File: src/core/rx_cas_pkg.sv
package rx_cas_pkg;

	// ------------------------------------------------------------
	// Bus geometry
	// ------------------------------------------------------------
	localparam int ADDR_W = 12;
	localparam int DATA_W = 32;
	localparam int IDX_W = 10;
	localparam int BYTE_W = 8;
	localparam int STRB_W = DATA_W / BYTE_W;

	// ------------------------------------------------------------
	// Channel geometry
	// ------------------------------------------------------------
	localparam int NIB_W = 4;
	localparam int NUM_CH = 30;
	localparam int HALF_CH = 15;
	localparam int FRAME_W = 4;
	localparam int PAIR_W = 4;
	localparam int CH_IDX_W = 5;
	localparam logic [FRAME_W-1:0] MF_FRAME0 = 4'h0;
	localparam logic [PAIR_W-1:0] PAIR_FIRST = 4'h1;
	localparam logic [PAIR_W-1:0] PAIR_LAST = 4'hf;
	localparam logic [CH_IDX_W-1:0] HI_CH_OFFSET = 5'h01;
	localparam logic [CH_IDX_W-1:0] LO_CH_OFFSET = 5'h0e;

	// ------------------------------------------------------------
	// Register indexes; byte address is four times the index
	// ------------------------------------------------------------
	localparam logic [IDX_W-1:0] DB_MF_IDX = 10'h080;
	localparam logic [IDX_W-1:0] RX_SIG_CH7_CH22_IDX = 10'h087;
	localparam logic [IDX_W-1:0] RX_SIG_CH8_CH23_IDX = 10'h088;
	localparam logic [IDX_W-1:0] RX_SIG_CH9_CH24_IDX = 10'h089;
	localparam logic [IDX_W-1:0] RX_SIG_CH10_CH25_IDX = 10'h08a;
	localparam logic [IDX_W-1:0] RX_SIG_CH11_CH26_IDX = 10'h08b;
	localparam logic [IDX_W-1:0] RX_SIG_CH12_CH27_IDX = 10'h08c;
	localparam logic [IDX_W-1:0] RX_SIG_CH13_CH28_IDX = 10'h08d;
	localparam logic [IDX_W-1:0] RX_SIG_CH14_CH29_IDX = 10'h08e;
	localparam logic [IDX_W-1:0] RX_SIG_CH15_CH30_IDX = 10'h08f;
	localparam logic [IDX_W-1:0] ACTIVE1_MF_ALIGN_SPARE_IDX = 10'h137;
	localparam logic [IDX_W-1:0] ACTIVE1_SIG_CH1_CH16_IDX = 10'h138;
	localparam logic [IDX_W-1:0] CTRL_IDX = 10'h1f0;
	localparam logic [IDX_W-1:0] ENABLE_IDX = 10'h1f1;

	// ------------------------------------------------------------
	// Field positions
	// ------------------------------------------------------------
	localparam int NIB_HI_LSB = 4;
	localparam int NIB_LO_LSB = 0;
	localparam int MFAS_LSB = 4;
	localparam int SPARE0_POS = 3;
	localparam int LOMF_POS = 2;
	localparam int SPARE1_POS = 1;
	localparam int SPARE2_POS = 0;
	// Slot bit n (1 = first received) sits at byte position 8 - n
	localparam int TS_MFAS_LSB = 4;
	localparam int TS_BIT5_POS = 3;
	localparam int TS_BIT6_POS = 2;
	localparam int TS_BIT7_POS = 1;
	localparam int TS_BIT8_POS = 0;
	localparam int CTRL_DEBOUNCE_POS = 0;

	// ------------------------------------------------------------
	// Reset values
	// ------------------------------------------------------------
	localparam logic [NIB_W-1:0] NIB_RESET = 4'h0;
	localparam logic [BYTE_W-1:0] BYTE_RESET = 8'h00;
	localparam logic [NUM_CH-1:0] ENABLE_RESET = 30'h00000000;
	localparam logic CTRL_DEBOUNCE_RESET = 1'b0;
	localparam logic [DATA_W-1:0] DATA_ZERO = 32'h00000000;

endpackage

File: src/core/sig_nibble_cell.sv
`timescale 1ns/1ps

module sig_nibble_cell
	import rx_cas_pkg::*;
#(
	parameter int W = NIB_W,
	parameter logic [W-1:0] RESET_VAL = '0
) (
	input wire logic pclk,
	input wire logic presetn,
	input wire logic cpu_we,
	input wire logic [W-1:0] cpu_d,
	input wire logic line_we,
	input wire logic [W-1:0] line_d,
	output logic [W-1:0] q
);

	logic [W-1:0] q_reg;
	logic [W-1:0] q_next;

	// Software write wins a collision so a forced value is never lost
	assign q_next = cpu_we ? cpu_d : (line_we ? line_d : q_reg);
	assign q = q_reg;

	always_ff @(posedge pclk or negedge presetn) begin
		if (!presetn) begin
			q_reg <= RESET_VAL;
		end else begin
			q_reg <= q_next;
		end
	end

endmodule

File: src/core/rx_cas_signaling_buffer.sv
`timescale 1ns/1ps


module rx_cas_signaling_buffer
	import rx_cas_pkg::*;
(
	input wire logic pclk,
	input wire logic presetn,
	input wire logic psel,
	input wire logic penable,
	input wire logic pwrite,
	input wire logic [ADDR_W-1:0] paddr,
	input wire logic [DATA_W-1:0] pwdata,
	input wire logic [STRB_W-1:0] pstrb,
	output logic [DATA_W-1:0] prdata,
	output logic pready,
	output logic pslverr,
	input wire logic ts16_valid,
	input wire logic [FRAME_W-1:0] ts16_frame,
	input wire logic [BYTE_W-1:0] ts16_byte,
	output logic [NUM_CH*NIB_W-1:0] rx_highway_sig,
	output logic active1_valid
);

	// ------------------------------------------------------------
	// State
	// ------------------------------------------------------------
	logic [NUM_CH-1:0] chan_rx_sig_update_enable_reg;
	logic [NUM_CH-1:0] chan_rx_sig_update_enable_next;
	logic debounce_select_reg;
	logic debounce_select_next;
	logic [BYTE_W-1:0] db_mf_reg;
	logic [BYTE_W-1:0] db_mf_next;
	logic [BYTE_W-1:0] a1_mf_reg;
	logic [BYTE_W-1:0] a1_mf_next;
	logic [DATA_W-1:0] prdata_reg;
	logic [DATA_W-1:0] prdata_next;
	logic pready_reg;
	logic pready_next;
	logic pslverr_reg;
	logic pslverr_next;
	logic [NIB_W-1:0] db_q [NUM_CH];
	logic [NIB_W-1:0] a1_q [NUM_CH];

	// ------------------------------------------------------------
	// Slot 16 decode
	// ------------------------------------------------------------
	wire frame0_hit = ts16_valid && (ts16_frame == MF_FRAME0);
	wire [NIB_W-1:0] rx_hi_nib = ts16_byte[NIB_HI_LSB +: NIB_W];
	wire [NIB_W-1:0] rx_lo_nib = ts16_byte[NIB_LO_LSB +: NIB_W];

	// Frame 0 byte rebuilt field by field into the register layout
	wire [BYTE_W-1:0] frame0_fields;
	assign frame0_fields[MFAS_LSB +: NIB_W] = ts16_byte[TS_MFAS_LSB +: NIB_W];
	assign frame0_fields[SPARE0_POS] = ts16_byte[TS_BIT5_POS];
	assign frame0_fields[SPARE1_POS] = ts16_byte[TS_BIT7_POS];
	assign frame0_fields[SPARE2_POS] = ts16_byte[TS_BIT8_POS];
	assign frame0_fields[LOMF_POS] = ts16_byte[TS_BIT6_POS];

	// Spare and alarm bits bypass debounce in both buffers
	assign db_mf_next = frame0_hit ? frame0_fields : db_mf_reg;
	assign a1_mf_next = frame0_hit ? frame0_fields : a1_mf_reg;

	// ------------------------------------------------------------
	// APB decode
	// ------------------------------------------------------------
	wire [IDX_W-1:0] idx = paddr[ADDR_W-1:2];
	wire addr_aligned = (paddr[1:0] == 2'b00);
	wire setup_phase = psel && !penable;
	wire access_done = psel && penable && pready_reg;
	wire wr_fire = access_done && pwrite && !pslverr_reg;

	wire [IDX_W-1:0] db_off = idx - DB_MF_IDX;
	wire [IDX_W-1:0] a1_off = idx - ACTIVE1_MF_ALIGN_SPARE_IDX;
	wire [PAIR_W-1:0] db_pair = db_off[PAIR_W-1:0];
	wire [PAIR_W-1:0] a1_pair = a1_off[PAIR_W-1:0];
	wire db_in_range = (idx >= DB_MF_IDX) && (db_off <= {6'h00, PAIR_LAST});
	wire a1_in_range = (idx >= ACTIVE1_MF_ALIGN_SPARE_IDX)
		&& (a1_off <= {6'h00, PAIR_LAST});
	wire db_mf_sel = (idx == DB_MF_IDX);
	wire a1_mf_sel = (idx == ACTIVE1_MF_ALIGN_SPARE_IDX);
	wire db_pair_sel = db_in_range && !db_mf_sel;
	wire a1_pair_sel = a1_in_range && !a1_mf_sel;
	wire ctrl_sel = (idx == CTRL_IDX);
	wire enable_sel = (idx == ENABLE_IDX);
	wire addr_mapped = addr_aligned && (db_in_range || a1_in_range || ctrl_sel || enable_sel);

	wire db_pair_wr = wr_fire && db_pair_sel && pstrb[0];
	wire a1_pair_wr = wr_fire && a1_pair_sel && pstrb[0];
	wire ctrl_wr = wr_fire && ctrl_sel && pstrb[0];
	wire enable_wr = wr_fire && enable_sel;

	wire [NIB_W-1:0] wr_hi_nib = pwdata[NIB_HI_LSB +: NIB_W];
	wire [NIB_W-1:0] wr_lo_nib = pwdata[NIB_LO_LSB +: NIB_W];

	// ------------------------------------------------------------
	// Per-channel buffers
	// ------------------------------------------------------------
	genvar ch;
	generate
		for (ch = 0; ch < NUM_CH; ch++) begin : g_chan
			// Frame k carries channel k high and channel k+15 low
			localparam bit IS_HI = (ch < HALF_CH);
			localparam logic [PAIR_W-1:0] PAIR =
				PAIR_W'(IS_HI ? ch + 1 : ch - HALF_CH + 1);
			wire line_hit;
			wire [NIB_W-1:0] line_nib;
			wire debounce_ok;
			wire db_line_we;
			wire db_cpu_we;
			wire a1_cpu_we;
			wire [NIB_W-1:0] cpu_nib;

			assign line_hit = ts16_valid && (ts16_frame == PAIR);
			assign line_nib = IS_HI ? rx_hi_nib : rx_lo_nib;
			// With debounce selected, two equal receptions in a row before the stored state moves
			assign debounce_ok = !debounce_select_reg || (line_nib == a1_q[ch]);
			assign db_line_we = line_hit && chan_rx_sig_update_enable_reg[ch]
				&& debounce_ok;
			assign cpu_nib = IS_HI ? wr_hi_nib : wr_lo_nib;
			assign db_cpu_we = db_pair_wr && (db_pair == PAIR);
			assign a1_cpu_we = a1_pair_wr && (a1_pair == PAIR);

			sig_nibble_cell #(
				.W(NIB_W),
				.RESET_VAL(NIB_RESET)
			) u_db (
				.pclk(pclk),
				.presetn(presetn),
				.cpu_we(db_cpu_we),
				.cpu_d(cpu_nib),
				.line_we(db_line_we),
				.line_d(line_nib),
				.q(db_q[ch])
			);

			// Latest nibble off the line regardless of enable
			sig_nibble_cell #(
				.W(NIB_W),
				.RESET_VAL(NIB_RESET)
			) u_a1 (
				.pclk(pclk),
				.presetn(presetn),
				.cpu_we(a1_cpu_we),
				.cpu_d(cpu_nib),
				.line_we(line_hit),
				.line_d(line_nib),
				.q(a1_q[ch])
			);

			assign rx_highway_sig[ch*NIB_W +: NIB_W] = db_q[ch];
		end
	endgenerate

	// ------------------------------------------------------------
	// Control registers
	// ------------------------------------------------------------
	assign debounce_select_next = ctrl_wr ? pwdata[CTRL_DEBOUNCE_POS] : debounce_select_reg;

	always_comb begin
		chan_rx_sig_update_enable_next = chan_rx_sig_update_enable_reg;
		for (int b = 0; b < STRB_W; b++) begin
			for (int i = 0; i < BYTE_W; i++) begin
				if (enable_wr && pstrb[b] && (b*BYTE_W + i < NUM_CH)) begin
					chan_rx_sig_update_enable_next[b*BYTE_W + i] = pwdata[b*BYTE_W + i];
				end
			end
		end
	end

	// ------------------------------------------------------------
	// Read mux
	// ------------------------------------------------------------
	wire [CH_IDX_W-1:0] db_hi_ch = {1'b0, db_pair} - HI_CH_OFFSET;
	wire [CH_IDX_W-1:0] db_lo_ch = {1'b0, db_pair} + LO_CH_OFFSET;
	wire [CH_IDX_W-1:0] a1_hi_ch = {1'b0, a1_pair} - HI_CH_OFFSET;
	wire [CH_IDX_W-1:0] a1_lo_ch = {1'b0, a1_pair} + LO_CH_OFFSET;

	always_comb begin
		prdata_next = DATA_ZERO;
		if (!addr_mapped) begin
			prdata_next = DATA_ZERO;
		end else if (db_mf_sel) begin
			prdata_next[BYTE_W-1:0] = db_mf_reg;
		end else if (db_pair_sel) begin
			prdata_next[BYTE_W-1:0] = {db_q[db_hi_ch], db_q[db_lo_ch]};
		end else if (a1_mf_sel) begin
			// Stale active buffer reads zero outside debounce mode
			if (debounce_select_reg) begin
				prdata_next[BYTE_W-1:0] = a1_mf_reg;
			end
		end else if (a1_pair_sel) begin
			if (debounce_select_reg) begin
				prdata_next[BYTE_W-1:0] = {a1_q[a1_hi_ch], a1_q[a1_lo_ch]};
			end
		end else if (ctrl_sel) begin
			prdata_next[CTRL_DEBOUNCE_POS] = debounce_select_reg;
		end else begin
			prdata_next[NUM_CH-1:0] = chan_rx_sig_update_enable_reg;
		end
	end

	// One wait-free access phase: answer is ready when penable rises
	assign pready_next = setup_phase;
	assign pslverr_next = setup_phase && !addr_mapped;

	// ------------------------------------------------------------
	// Flops
	// ------------------------------------------------------------
	always_ff @(posedge pclk or negedge presetn) begin
		if (!presetn) begin
			chan_rx_sig_update_enable_reg <= ENABLE_RESET;
			debounce_select_reg <= CTRL_DEBOUNCE_RESET;
			db_mf_reg <= BYTE_RESET;
			a1_mf_reg <= BYTE_RESET;
		end else begin
			chan_rx_sig_update_enable_reg <= chan_rx_sig_update_enable_next;
			debounce_select_reg <= debounce_select_next;
			db_mf_reg <= db_mf_next;
			a1_mf_reg <= a1_mf_next;
		end
	end

	always_ff @(posedge pclk or negedge presetn) begin
		if (!presetn) begin
			prdata_reg <= DATA_ZERO;
			pready_reg <= 1'b0;
			pslverr_reg <= 1'b0;
		end else begin
			if (setup_phase) begin
				prdata_reg <= prdata_next;
			end
			pready_reg <= pready_next;
			pslverr_reg <= pslverr_next;
		end
	end

	assign prdata = prdata_reg;
	assign pready = pready_reg;
	assign pslverr = pslverr_reg;
	assign active1_valid = debounce_select_reg;

endmodule

File: config.mk
export PLATFORM = sky130hd
export DESIGN_NAME = rx_cas_signaling_buffer
export DESIGN_NICKNAME = d
export VERILOG_FILES = /design/src/core/rx_cas_pkg.sv /design/src/core/sig_nibble_cell.sv /design/src/core/rx_cas_signaling_buffer.sv
export SDC_FILE = /design/constraint.sdc
export NUM_CORES = 1
export LEC_CHECK = 0
export BUFFER_PORTS_ARGS = -buffer_cell sky130_fd_sc_hd__buf_2
export CELL_PAD_IN_SITES_DETAIL_PLACEMENT = 1
export CELL_PAD_IN_SITES_GLOBAL_PLACEMENT = 2
export CORE_ASPECT_RATIO = 0.8
export CORE_MARGIN = 3
export CORE_UTILIZATION = 30
export DETAILED_ROUTE_END_ITERATION = 10
export HOLD_SLACK_MARGIN = 0.12
export PLACE_DENSITY_LB_ADDON = 0.1
export SLEW_MARGIN = 20
export SYNTH_ARGS = -nofsm -noshare
export SYNTH_HDL_FRONTEND = slang
export SYNTH_SLANG_ARGS = --single-unit
File: constraint.sdc
create_clock -name pclk -period 3.25 [get_ports pclk]
set_clock_uncertainty 0.1 [all_clocks]
set_input_delay 0.4875 -clock pclk [delete_from_list [all_inputs] [get_ports pclk]]
set_output_delay 0.4875 -clock pclk [all_outputs]
set_load 0.02 [all_outputs]
==> qor.txt, run 1 <==
global-route wire length before repair: 130000 microns
met1 Use GR: 0.389
Final Hold Viols: 0
die width: 291 microns
synthesized flop and latch total: 311
max-slew violations: 0
delay-heaviest family, CP: compound AO/OA/AOI/OAI gates
number of flops mapped to enable cells by yosys: 0
path depth of the worst reg2reg path: 7
CP Buf/Inv Count: 2
Routed WL: 90300 microns
RSZ-0062 raised after global routing: false
Rows: 83
hold depth: 3
CP startpoint kind: primary input
critical path's most frequent cell: ha_1
GPL Wtd Cong: 0.908
PwrDens: 498 nW/um^2
setup tns final: 0 ns
global route overflow: 0
CP Data Required Time: 3.60 ns
initial antenna violation count: 1
RR Startpoint: pready
crit-path max cell delay: 0.48 ns
cell count after synthesis: 1924
post-cts resize count: 0
vias post-DR: 17100
HPWL after DPL: 66300 microns
largest net degree at the start of global routing: 78
slowest CP cell: ha_1
initial core utilization: 0.304
clk root buf: clkbuf_16
Netlist Area Pre-Place: 19600 sq um
1st-iter DRT viols: 1276
PnR Total Power: 12100 uW
# setup viols final: 0
Hold Path Class: primary input to register
GRT busiest layer: met2
Max Cap Violations: 0
Area Overhead vs Synth: 24.5%
CP cell instances: buf_2, ha_1, xor2_1, inv_1, ha_1, mux4_2, a311o_1, o2111ai_1, nand3_1, a221o_1
crit path time final: 2.76 ns
number of routed nets with antenna violations: 0
GR Util All Layers: 0.260
Async SR Flop Fraction: 1.00
critical path depth: 10
core area: 64400 sq um
status: completed
Syn Area/Cell: 10.2 sq um
Synth Flop Type: dfrtp_1
register area share after synthesis: 0.398
Critical Path End Type: register
clock slew at reported path FFs: 0.06 ns
leakage: 0.0115 uW
detailed-route DRC error count: 0
grt met2 use: 0.397
worst reg-to-reg setup slack: 0.68 ns
Fin Hold WS: 0.187 ns
clock buffer depth: 3
reg2reg end: g_chan[14].u_db.q[0]
average wire per standard cell: 29.2 microns
Worst-Margin Slew: 1.19 ns
critical path class: primary input to register
Die Height: 234 microns
vias in the first global route: 17500
GRT met3 Usage: 0.0393
final period utilization: 0.851
Vias per Instance: 5.54
Peak VDD IR: 0.331 mV
Clock Sink Count: 311
1st-pass router iterations: 5
Inserted Diodes: 0
full die area: 68300 sq um
CP max FO: 5
I/O pins: 221
Worst Path Arrival: 3.12 ns
CTS tree: yes
H-tree depth: 2
Final #Nets: 2293
Worst setup startpoint: paddr[3]
Yosys cell types: 65
Max Clock Freq: 362 MHz
Ys Warns: 0
share of layout cells above drive strength 1: 0.277
CTS Buf Count: 40
worst-skew pair later-pin latency: 0.58 ns
Port Buffers: 216
Relative slew margins: 0.208
crit path capture: prdata[3]
hold_buf cts: 23
post-CTS setup buffer count: 0
==> cell type report <==
type	count	area, sq um
clock buffers	54	1150
clock inverters	18	282
fillers	7181	40000
inverters	15	71.3
multi-input cells	1428	11200
flip-flops and latches	311	7780
well taps	850	1060
repair buffers	416	2850
==> worst min-delay path by stage <==
stage,startpoint,end,slack [ns]
6_report,paddr[0],pslverr,0.19
5_1_grt,paddr[0],pslverr,0.18
4_1_cts,paddr[0],pslverr,0.14
3_5_place_dp,prdata[24],prdata[24],0.39
3_3_place_gp,prdata[23],prdata[23],0.38
2_1_floorplan,presetn,a1_mf_reg[0],0.09
==> worst min-delay path: stages <==
cell and delay (ns):
buf_2 0.15, a211oi_1 0.06, nor2_1 0.10
==> per-layer routing <==
metal | wire, microns | vias to the layer above
met4 | 1700 | 0
met5 | 0 | -
met3 | 4870 | 86
li1 | - | 7549
met1 | 44100 | 9036
met2 | 39700 | 463
==> synth_stat cells, drive strengths merged (5+ instances only) <==
master  instances  share of area
dfrtp         311           0.40
nor2          272          0.052
mux2i         270           0.14
a21oi         261          0.067
clkbuf        129          0.025
mux4           84          0.097
xor2           75          0.034
nand2          69          0.013
mux2           51          0.029
nand3          51          0.013
xnor2          51          0.023
buf            42         0.0099
nand4          26         0.0083
a22o           24          0.011
nor3           19         0.0049
o41ai          18         0.0081
or4            17         0.0065
a211oi         15         0.0058
ha             15         0.0096
inv            15         0.0029
o21ai          10         0.0026
nand2b          8         0.0026
o211ai          8         0.0031
and3            7         0.0022
and2            6         0.0019
nor4            5         0.0024
==> stage by stage <==
| step | setup WS (ns) | utilization | instances | instance area [sq um] |
|---|---|---|---|---|
| 6_report | 0.485 | 0.378 | 3092 | 24400 |
| 2_1_floorplan | -0.154 | - | 1925 | 19800 |
| 4_1_cts | 0.555 | 0.378 | 3092 | 24300 |
| 3_3_place_gp | -0.0343 | 0.352 | 2997 | 22700 |
| 5_1_grt | 0.373 | 0.378 | 3092 | 24400 |
| 3_5_place_dp | -0.0548 | 0.352 | 2997 | 22700 |
==> cell usage in the layout, fill, tap and decap left out, types with 5 or more instances in the layout <==
cell | netlist | layout
a211oi_1 | 15 | 15
dlygate4sd3_1 | 0 | 23
nand4_1 | 26 | 26
inv_1 | 15 | 13
or4_1 | 17 | 17
clkbuf_1 | 129 | 5
a21oi_1 | 261 | 261
mux2_2 | 51 | 49
nand3_1 | 51 | 51
and3_1 | 7 | 7
clkinv_2 | 0 | 6
o211ai_1 | 8 | 8
and2_1 | 6 | 6
xnor2_1 | 51 | 51
xor2_1 | 75 | 75
clkbuf_8 | 0 | 8
o21ai_0 | 10 | 9
nand2b_1 | 8 | 7
buf_2 | 17 | 213
nor3_1 | 19 | 15
clkbuf_16 | 0 | 41
mux2i_1 | 270 | 270
mux4_2 | 84 | 84
bufinv_16 | 0 | 7
nor2_1 | 272 | 270
nand2_1 | 69 | 69
buf_12 | 0 | 15
ha_1 | 15 | 13
buf_4 | 4 | 163
dfrtp_1 | 311 | 311
a22o_1 | 24 | 24
o41ai_1 | 18 | 18
==> power breakdown <==
group	switching (uW)	total (uW)	internal [uW]
combinational	1270	2360	1090
clock	1890	4950	3050
sequential	559	4810	4250
total	3720	12100	8400
==> cells by family after synthesis <==
family | count (synthesis) | synth area share
flops | 311 | 0.398
mux | 405 | 0.264
fa+ha+maj | 15 | 0.00960
xor+xnor | 127 | 0.0576
buf+inv | 186 | 0.0375
compound gates | 376 | 0.115
other cells | 1 | 0.000192
simple gates | 503 | 0.118
No activity file was read; power rests on OpenSTA's default activity.
==> inputs of run 2 (changes only) <==
- CORE_ASPECT_RATIO: 0.8 -> 1.4
==> run 2 against run 1 <==
Effect of this change:
- clock power is 3% lower
- clock-buffer cell count increased by 1
- cell count unchanged
- register-to-register slack got worse by 0.10 ns
- setup slack better by 0.0075 ns
- maximum frequency increased by 0.27%
- critical path depth up 1
- via count shrank 0.13%
- sequential power is essentially flat
- combinational power decreased by 3%
- sequential share of layout area is essentially flat
- core utilization hardly changed
- critical path type unchanged
- largest power group is now sequential cells
==> qor.txt, run 2 (synthesis gave the netlist of run 1 again) <==
status: completed
Vias per Instance: 5.53 (-0.13%)
worst-skew pair later-pin latency: 0.57 ns (about the same)
Die Height: 308 microns (+31%)
average wire per standard cell: 29.9 microns (+2.3%)
CTS tree: yes
critical path depth: 11 (+1)
initial core utilization: 0.304 (about the same)
Max Cap Violations: 0 (unchanged)
1st-iter DRT viols: 1045 (-18%)
crit path time final: 2.76 ns (-0.00753 ns)
Clock Sink Count: 311 (unchanged)
global route overflow: 0 (unchanged)
Fillers: 7188 (+0.097%)
Hold Path Class: primary input to register
PnR Total Power: 11900 uW (-1.8%)
final instance area: 24400 sq um (about the same)
clock buffer depth: 3 (unchanged)
H-tree depth: 2 (unchanged)
full die area: 68300 sq um (about the same)
Final Hold Viols: 0 (unchanged)
Post-Place Cells: 2996 (-0.033%)
global-route wire length before repair: 133000 microns (+2.6%)
GR Util All Layers: 0.266 (+0.00538)
number of routed nets with antenna violations: 0 (unchanged)
I/O pins: 221 (unchanged)
Rows: 110 (+33%)
crit path capture: prdata[4]
vias in the first global route: 18100 (+3.3%)
worst reg-to-reg setup slack: 0.58 ns (-0.10 ns)
Post-DP Area: 22700 sq um (+0.20%)
CP max FO: 31 (+26)
leakage: 0.0115 uW (+0.16%)
vias post-DR: 17100 (-0.13%)
detailed-route DRC error count: 0 (unchanged)
HPWL after DPL: 68400 microns (+3.3%)
Worst Path Arrival: 3.10 ns (-0.02 ns)
commonest non-fill, non-tap cell in the layout: dfrtp_1
critical path class: primary input to register
Final #Nets: 2303 (+0.44%)
Relative slew margins: 0.242 (+0.0343)
Worst setup startpoint: paddr[2]
reg2reg end: g_chan[18].u_a1.q[1]
Final Core Density: 0.378 (about the same)
setup tns final: 0 ns (unchanged)
initial antenna violation count: 1 (unchanged)
CP cell instances: buf_6, buf_4, buf_12, buf_4, nand3b_1, a211oi_1, nor2_1, mux4_2, a21oi_1, nor2_1, a2bb2oi_1
hold_buf cts: 25 (+8.7%)
post-route insts no fill: 3092 (unchanged)
1st-pass router iterations: 5 (unchanged)
share of layout cells above drive strength 1: 0.278 (about the same)
GPL Wtd Cong: 0.879 (-3.3%)
crit-path max cell delay: 0.52 ns (+0.04 ns)
path depth of the worst reg2reg path: 7 (unchanged)
Peak VDD IR: 0.353 mV (+6.7%)
RR Startpoint: pready
RSZ-0062 raised after global routing: false
Max Clock Freq: 363 MHz (+0.27%)
slowest CP cell: buf_4
max-slew violations: 0 (unchanged)
die width: 222 microns (-24%)
Critical Path End Type: register
# setup viols final: 0 (unchanged)
clock slew at reported path FFs: 0.06 ns (about the same)
PwrDens: 489 nW/um^2 (-1.8%)
Port Buffers: 216 (unchanged)
core area: 64400 sq um (about the same)
Routed WL: 92400 microns (+2.3%)
clk root buf: clkbuf_16
CP Buf/Inv Count: 4 (+2)
Worst-Margin Slew: 1.14 ns (-0.0514 ns)
CTS Buf Count: 39 (-2.5%)
post-cts resize count: 0 (unchanged)
CP startpoint kind: primary input
largest net degree at the start of global routing: 78 (unchanged)
delay-heaviest family, CP: buffers and inverters
post-CTS setup buffer count: 0 (unchanged)
leading cell types in the layout, fill and taps excluded: dfrtp_1 (311), nor2_1 (270), mux2i_1 (270)
CP Data Required Time: 3.59 ns (about the same)
final period utilization: 0.848 (-0.00232)
Area Overhead vs Synth: 24.5% (about the same)
run 2: layout make-up:
cell class              count  area [sq um]  share of cell area
repair buffers            427          2920               0.120
multi-input cells        1428         11200               0.458
diodes                      1          2.50            0.000103
clock buffers              55          1110              0.0454
inverters                  15          71.3             0.00293
well taps                 840          1050              0.0432
flip-flops and latches    311          7780               0.320
clock inverters            15           269              0.0110
run 2: where the power goes:
group	switching (uW)	internal [uW]
combinational	1200	1100
sequential	564	4250
clock	1920	2870
total	3680	8220
run 2: per-layer routing:
metal / GRT usage / vias to the layer above / part of all wire
met5: 0 / - / 0
met4: 0.112 / 0 / 0.047
met3: 0.0364 / 139 / 0.046
met2: 0.453 / 483 / 0.49
met1: 0.340 / 8911 / 0.42
li1: - / 7578 / -
run 2: worst min path at each step:
stage	startpoint	end	cells past startpoint	slack, ns
6_report	ts16_byte[0]	g_chan[24].u_a1.q[0]	3	0.21
5_1_grt	ts16_byte[0]	g_chan[24].u_a1.q[0]	3	0.22
4_1_cts	ts16_byte[0]	g_chan[24].u_a1.q[0]	3	0.19
3_5_place_dp	prdata[14]	prdata[14]	1	0.39
3_3_place_gp	prdata[13]	prdata[13]	1	0.38
2_1_floorplan	presetn	a1_mf_reg[0]	0	0.09
run 2: stage by stage:
step | setup slack (ns) | hold WS, ns
6_report | 0.493 | 0.209
5_1_grt | 0.275 | 0.221
4_1_cts | 0.501 | 0.192
3_5_place_dp | -0.123 | 0.393
3_3_place_gp | -0.101 | 0.384
2_1_floorplan | -0.154 | 0.0919
run 2: worst register-to-register path: stages, from the launching register on:
cell and delay, ns:
dfrtp_1 0.34, nand4_1 0.14, nor3b_1 0.48, nand2_1 0.43
or4_1 0.59, buf_4 0.20, nor2_1 0.19, a21oi_1 0.06
==> inputs of run 3 (changes only) <==
- clock period: 3.25 -> 2.77 ns (I/O delays scaled with it)
==> run 3 against run 2 <==
Effect of this change:
- total power up 15%
- combinational power increased by 21%
- global-route usage rose by 0.092 points
- die area unchanged
- critical endpoint is now prdata[3]
- largest cell class unchanged
==> qor.txt, run 3 (synthesis gave the netlist of run 1 again) <==
max-slew violations: 0 (unchanged)
Rows: 110 (unchanged)
vias post-DR: 17300 (+0.99%)
critical path class: primary input to register
Fin Hold WS: 0.177 ns (-0.0313 ns)
I/O pins: 221 (unchanged)
share of layout cells above drive strength 1: 0.294 (+0.0168)
GPL Wtd Cong: 0.910 (+3.6%)
Relative slew margins: 0.418 (+0.176)
CTS tree: yes
PnR Total Power: 13700 uW (+15%)
RR Startpoint: pready
PwrDens: 551 nW/um^2 (+13%)
Clock Sink Count: 311 (unchanged)
Max Clock Freq: 365 MHz
# setup viols final: 0 (unchanged)
worst reg-to-reg setup slack: 0.30 ns (-0.28 ns)
CTS Buf Count: 38 (-2.6%)
Peak VDD IR: 0.421 mV (+19%)
path depth of the worst reg2reg path: 8 (+1)
Final #Nets: 2336 (+1.4%)
reg2reg end: g_chan[15].u_a1.q[2]
largest net degree at the start of global routing: 60 (-23%)
detailed-route DRC error count: 0 (unchanged)
die width: 222 microns (unchanged)
RSZ-0062 raised after global routing: false
clk root buf: clkbuf_16
status: completed
Hold Path End: g_chan[13].u_a1.q[2]
vias in the first global route: 18200 (+0.56%)
Routed WL: 92900 microns (+0.51%)
CP max FO: 14 (-55%)
crit path time final: 2.74 ns
Port Buffers: 216 (unchanged)
full die area: 68300 sq um (unchanged)
CP Data Required Time: 3.12 ns (-0.47 ns)
Worst Path Arrival: 3.09 ns (about the same)
global-route wire length before repair: 134000 microns (+0.46%)
Max Cap Violations: 0 (unchanged)
worst-skew pair later-pin latency: 0.56 ns (about the same)
post-CTS setup buffer count: 0 (unchanged)
commonest non-fill, non-tap cell in the layout: dfrtp_1
leading cell types in the layout, fill and taps excluded: dfrtp_1 (311), nor2_1 (270), mux2i_1 (270)
Final Hold Viols: 0 (unchanged)
H-tree depth: 2 (unchanged)
1st-iter DRT viols: 1246 (+19%)
core area: 64400 sq um (unchanged)
Area Overhead vs Synth: 26.8%
global route overflow: 0 (unchanged)
Worst-Margin Slew: 0.873 ns (-0.263 ns)
Vias per Instance: 5.53 (about the same)
number of routed nets with antenna violations: 0 (unchanged)
GR Util All Layers: 0.267 (+0.000917)
Hold Path Class: primary input to register
average wire per standard cell: 29.7 microns (-0.52%)
CP startpoint kind: primary input
Fillers: 7218 (+0.42%)
Die Height: 308 microns (unchanged)
initial antenna violation count: 2 (+1)
clock buffer depth: 3 (unchanged)
hold_sp: pwdata[6]
clock slew at reported path FFs: 0.06 ns (about the same)
final period utilization: 0.990
HPWL after DPL: 70500 microns (+2.9%)
hold depth: 3 (unchanged)
initial core utilization: 0.304 (unchanged)
Critical Path End Type: register
1st-pass router iterations: 5 (unchanged)
leakage: 0.0118 uW (+1.8%)
[run 3: cell types whose count changed in the layout (fill, tap and decap cells not counted), sizes merged]
cell	delta
diode	+1
clkbuf	-7
buf	+34
bufinv	-1
clkinv	+5
[run 3: timing repair]
| item | CTS | global route |
|---|---|---|
| resized for setup | 0 | 4 |
| endpoints found under the setup margin | 0 | 134 |
| hold endpoints to repair | 74 | 0 |
| hold buffers | 25 | 0 |
[run 3: cell type report]
| type | count | area [sq um] | share of cell area |
|---|---|---|---|
| multi-input cells | 1428 | 11200 | 0.453 |
| flip-flops and latches | 311 | 7780 | 0.314 |
| repair buffers | 461 | 3390 | 0.137 |
| well taps | 840 | 1050 | 0.0424 |
| clock buffers | 48 | 1010 | 0.0407 |
| clock inverters | 19 | 241 | 0.00974 |
| inverters | 15 | 83.8 | 0.00338 |
| diodes | 2 | 5.00 | 0.000202 |
[run 3: worst max path at each step]
stage                   from                    to  slack (ns)
floorplan           paddr[2]             prdata[1]       -0.56
global placement    paddr[3]   g_chan[3].u_a1.q[3]       -0.52
detailed placement  paddr[3]  g_chan[27].u_a1.q[1]       -0.55
CTS                 paddr[3]  g_chan[18].u_a1.q[3]        0.03
global route        paddr[3]  g_chan[16].u_a1.q[3]        0.01
finish              paddr[4]             prdata[3]        0.03
[run 3: stage by stage]
| step | std cells | cell area, sq um | setup TNS, ns | setup WS [ns] | util |
|---|---|---|---|---|---|
| global route | 3122 | 24800 | 0 | 0.0130 | 0.385 |
| detailed placement | 3030 | 23300 | -72.64 | -0.554 | 0.361 |
| global placement | 3030 | 23300 | -67.17 | -0.515 | 0.361 |
| finish | 3124 | 24800 | 0 | 0.0272 | 0.385 |
| CTS | 3122 | 24800 | 0 | 0.0311 | 0.385 |
| floorplan | 1925 | 19900 | -7.69 | -0.562 | - |
[run 3: metal layers]
layer	part of all wire	global-route usage	wire [microns]
met5	0	0	0
met4	0.039	0.0945	3620
met1	0.41	0.332	38400
met2	0.50	0.471	46700
met3	0.045	0.0397	4190
[run 3: where the power goes]
part           switching [uW]  leakage (uW)  total (uW)  internal [uW]
Combinational            1430       0.00701        2760           1330
Sequential                683       0.00412        5670           4990
Clock                    2170      0.000618        5230           3060
Total                    4280        0.0118       13700           9380
[run 3: worst max-delay path, stage by stage]
cell and delay [ns]:
buf_2 0.14, buf_4 0.32, inv_1 0.11, ha_1 0.34, buf_12 0.15, buf_4 0.20, mux4_2 0.32, o311ai_0 0.47
or4_1 0.24, a21oi_1 0.10, a221o_1 0.26
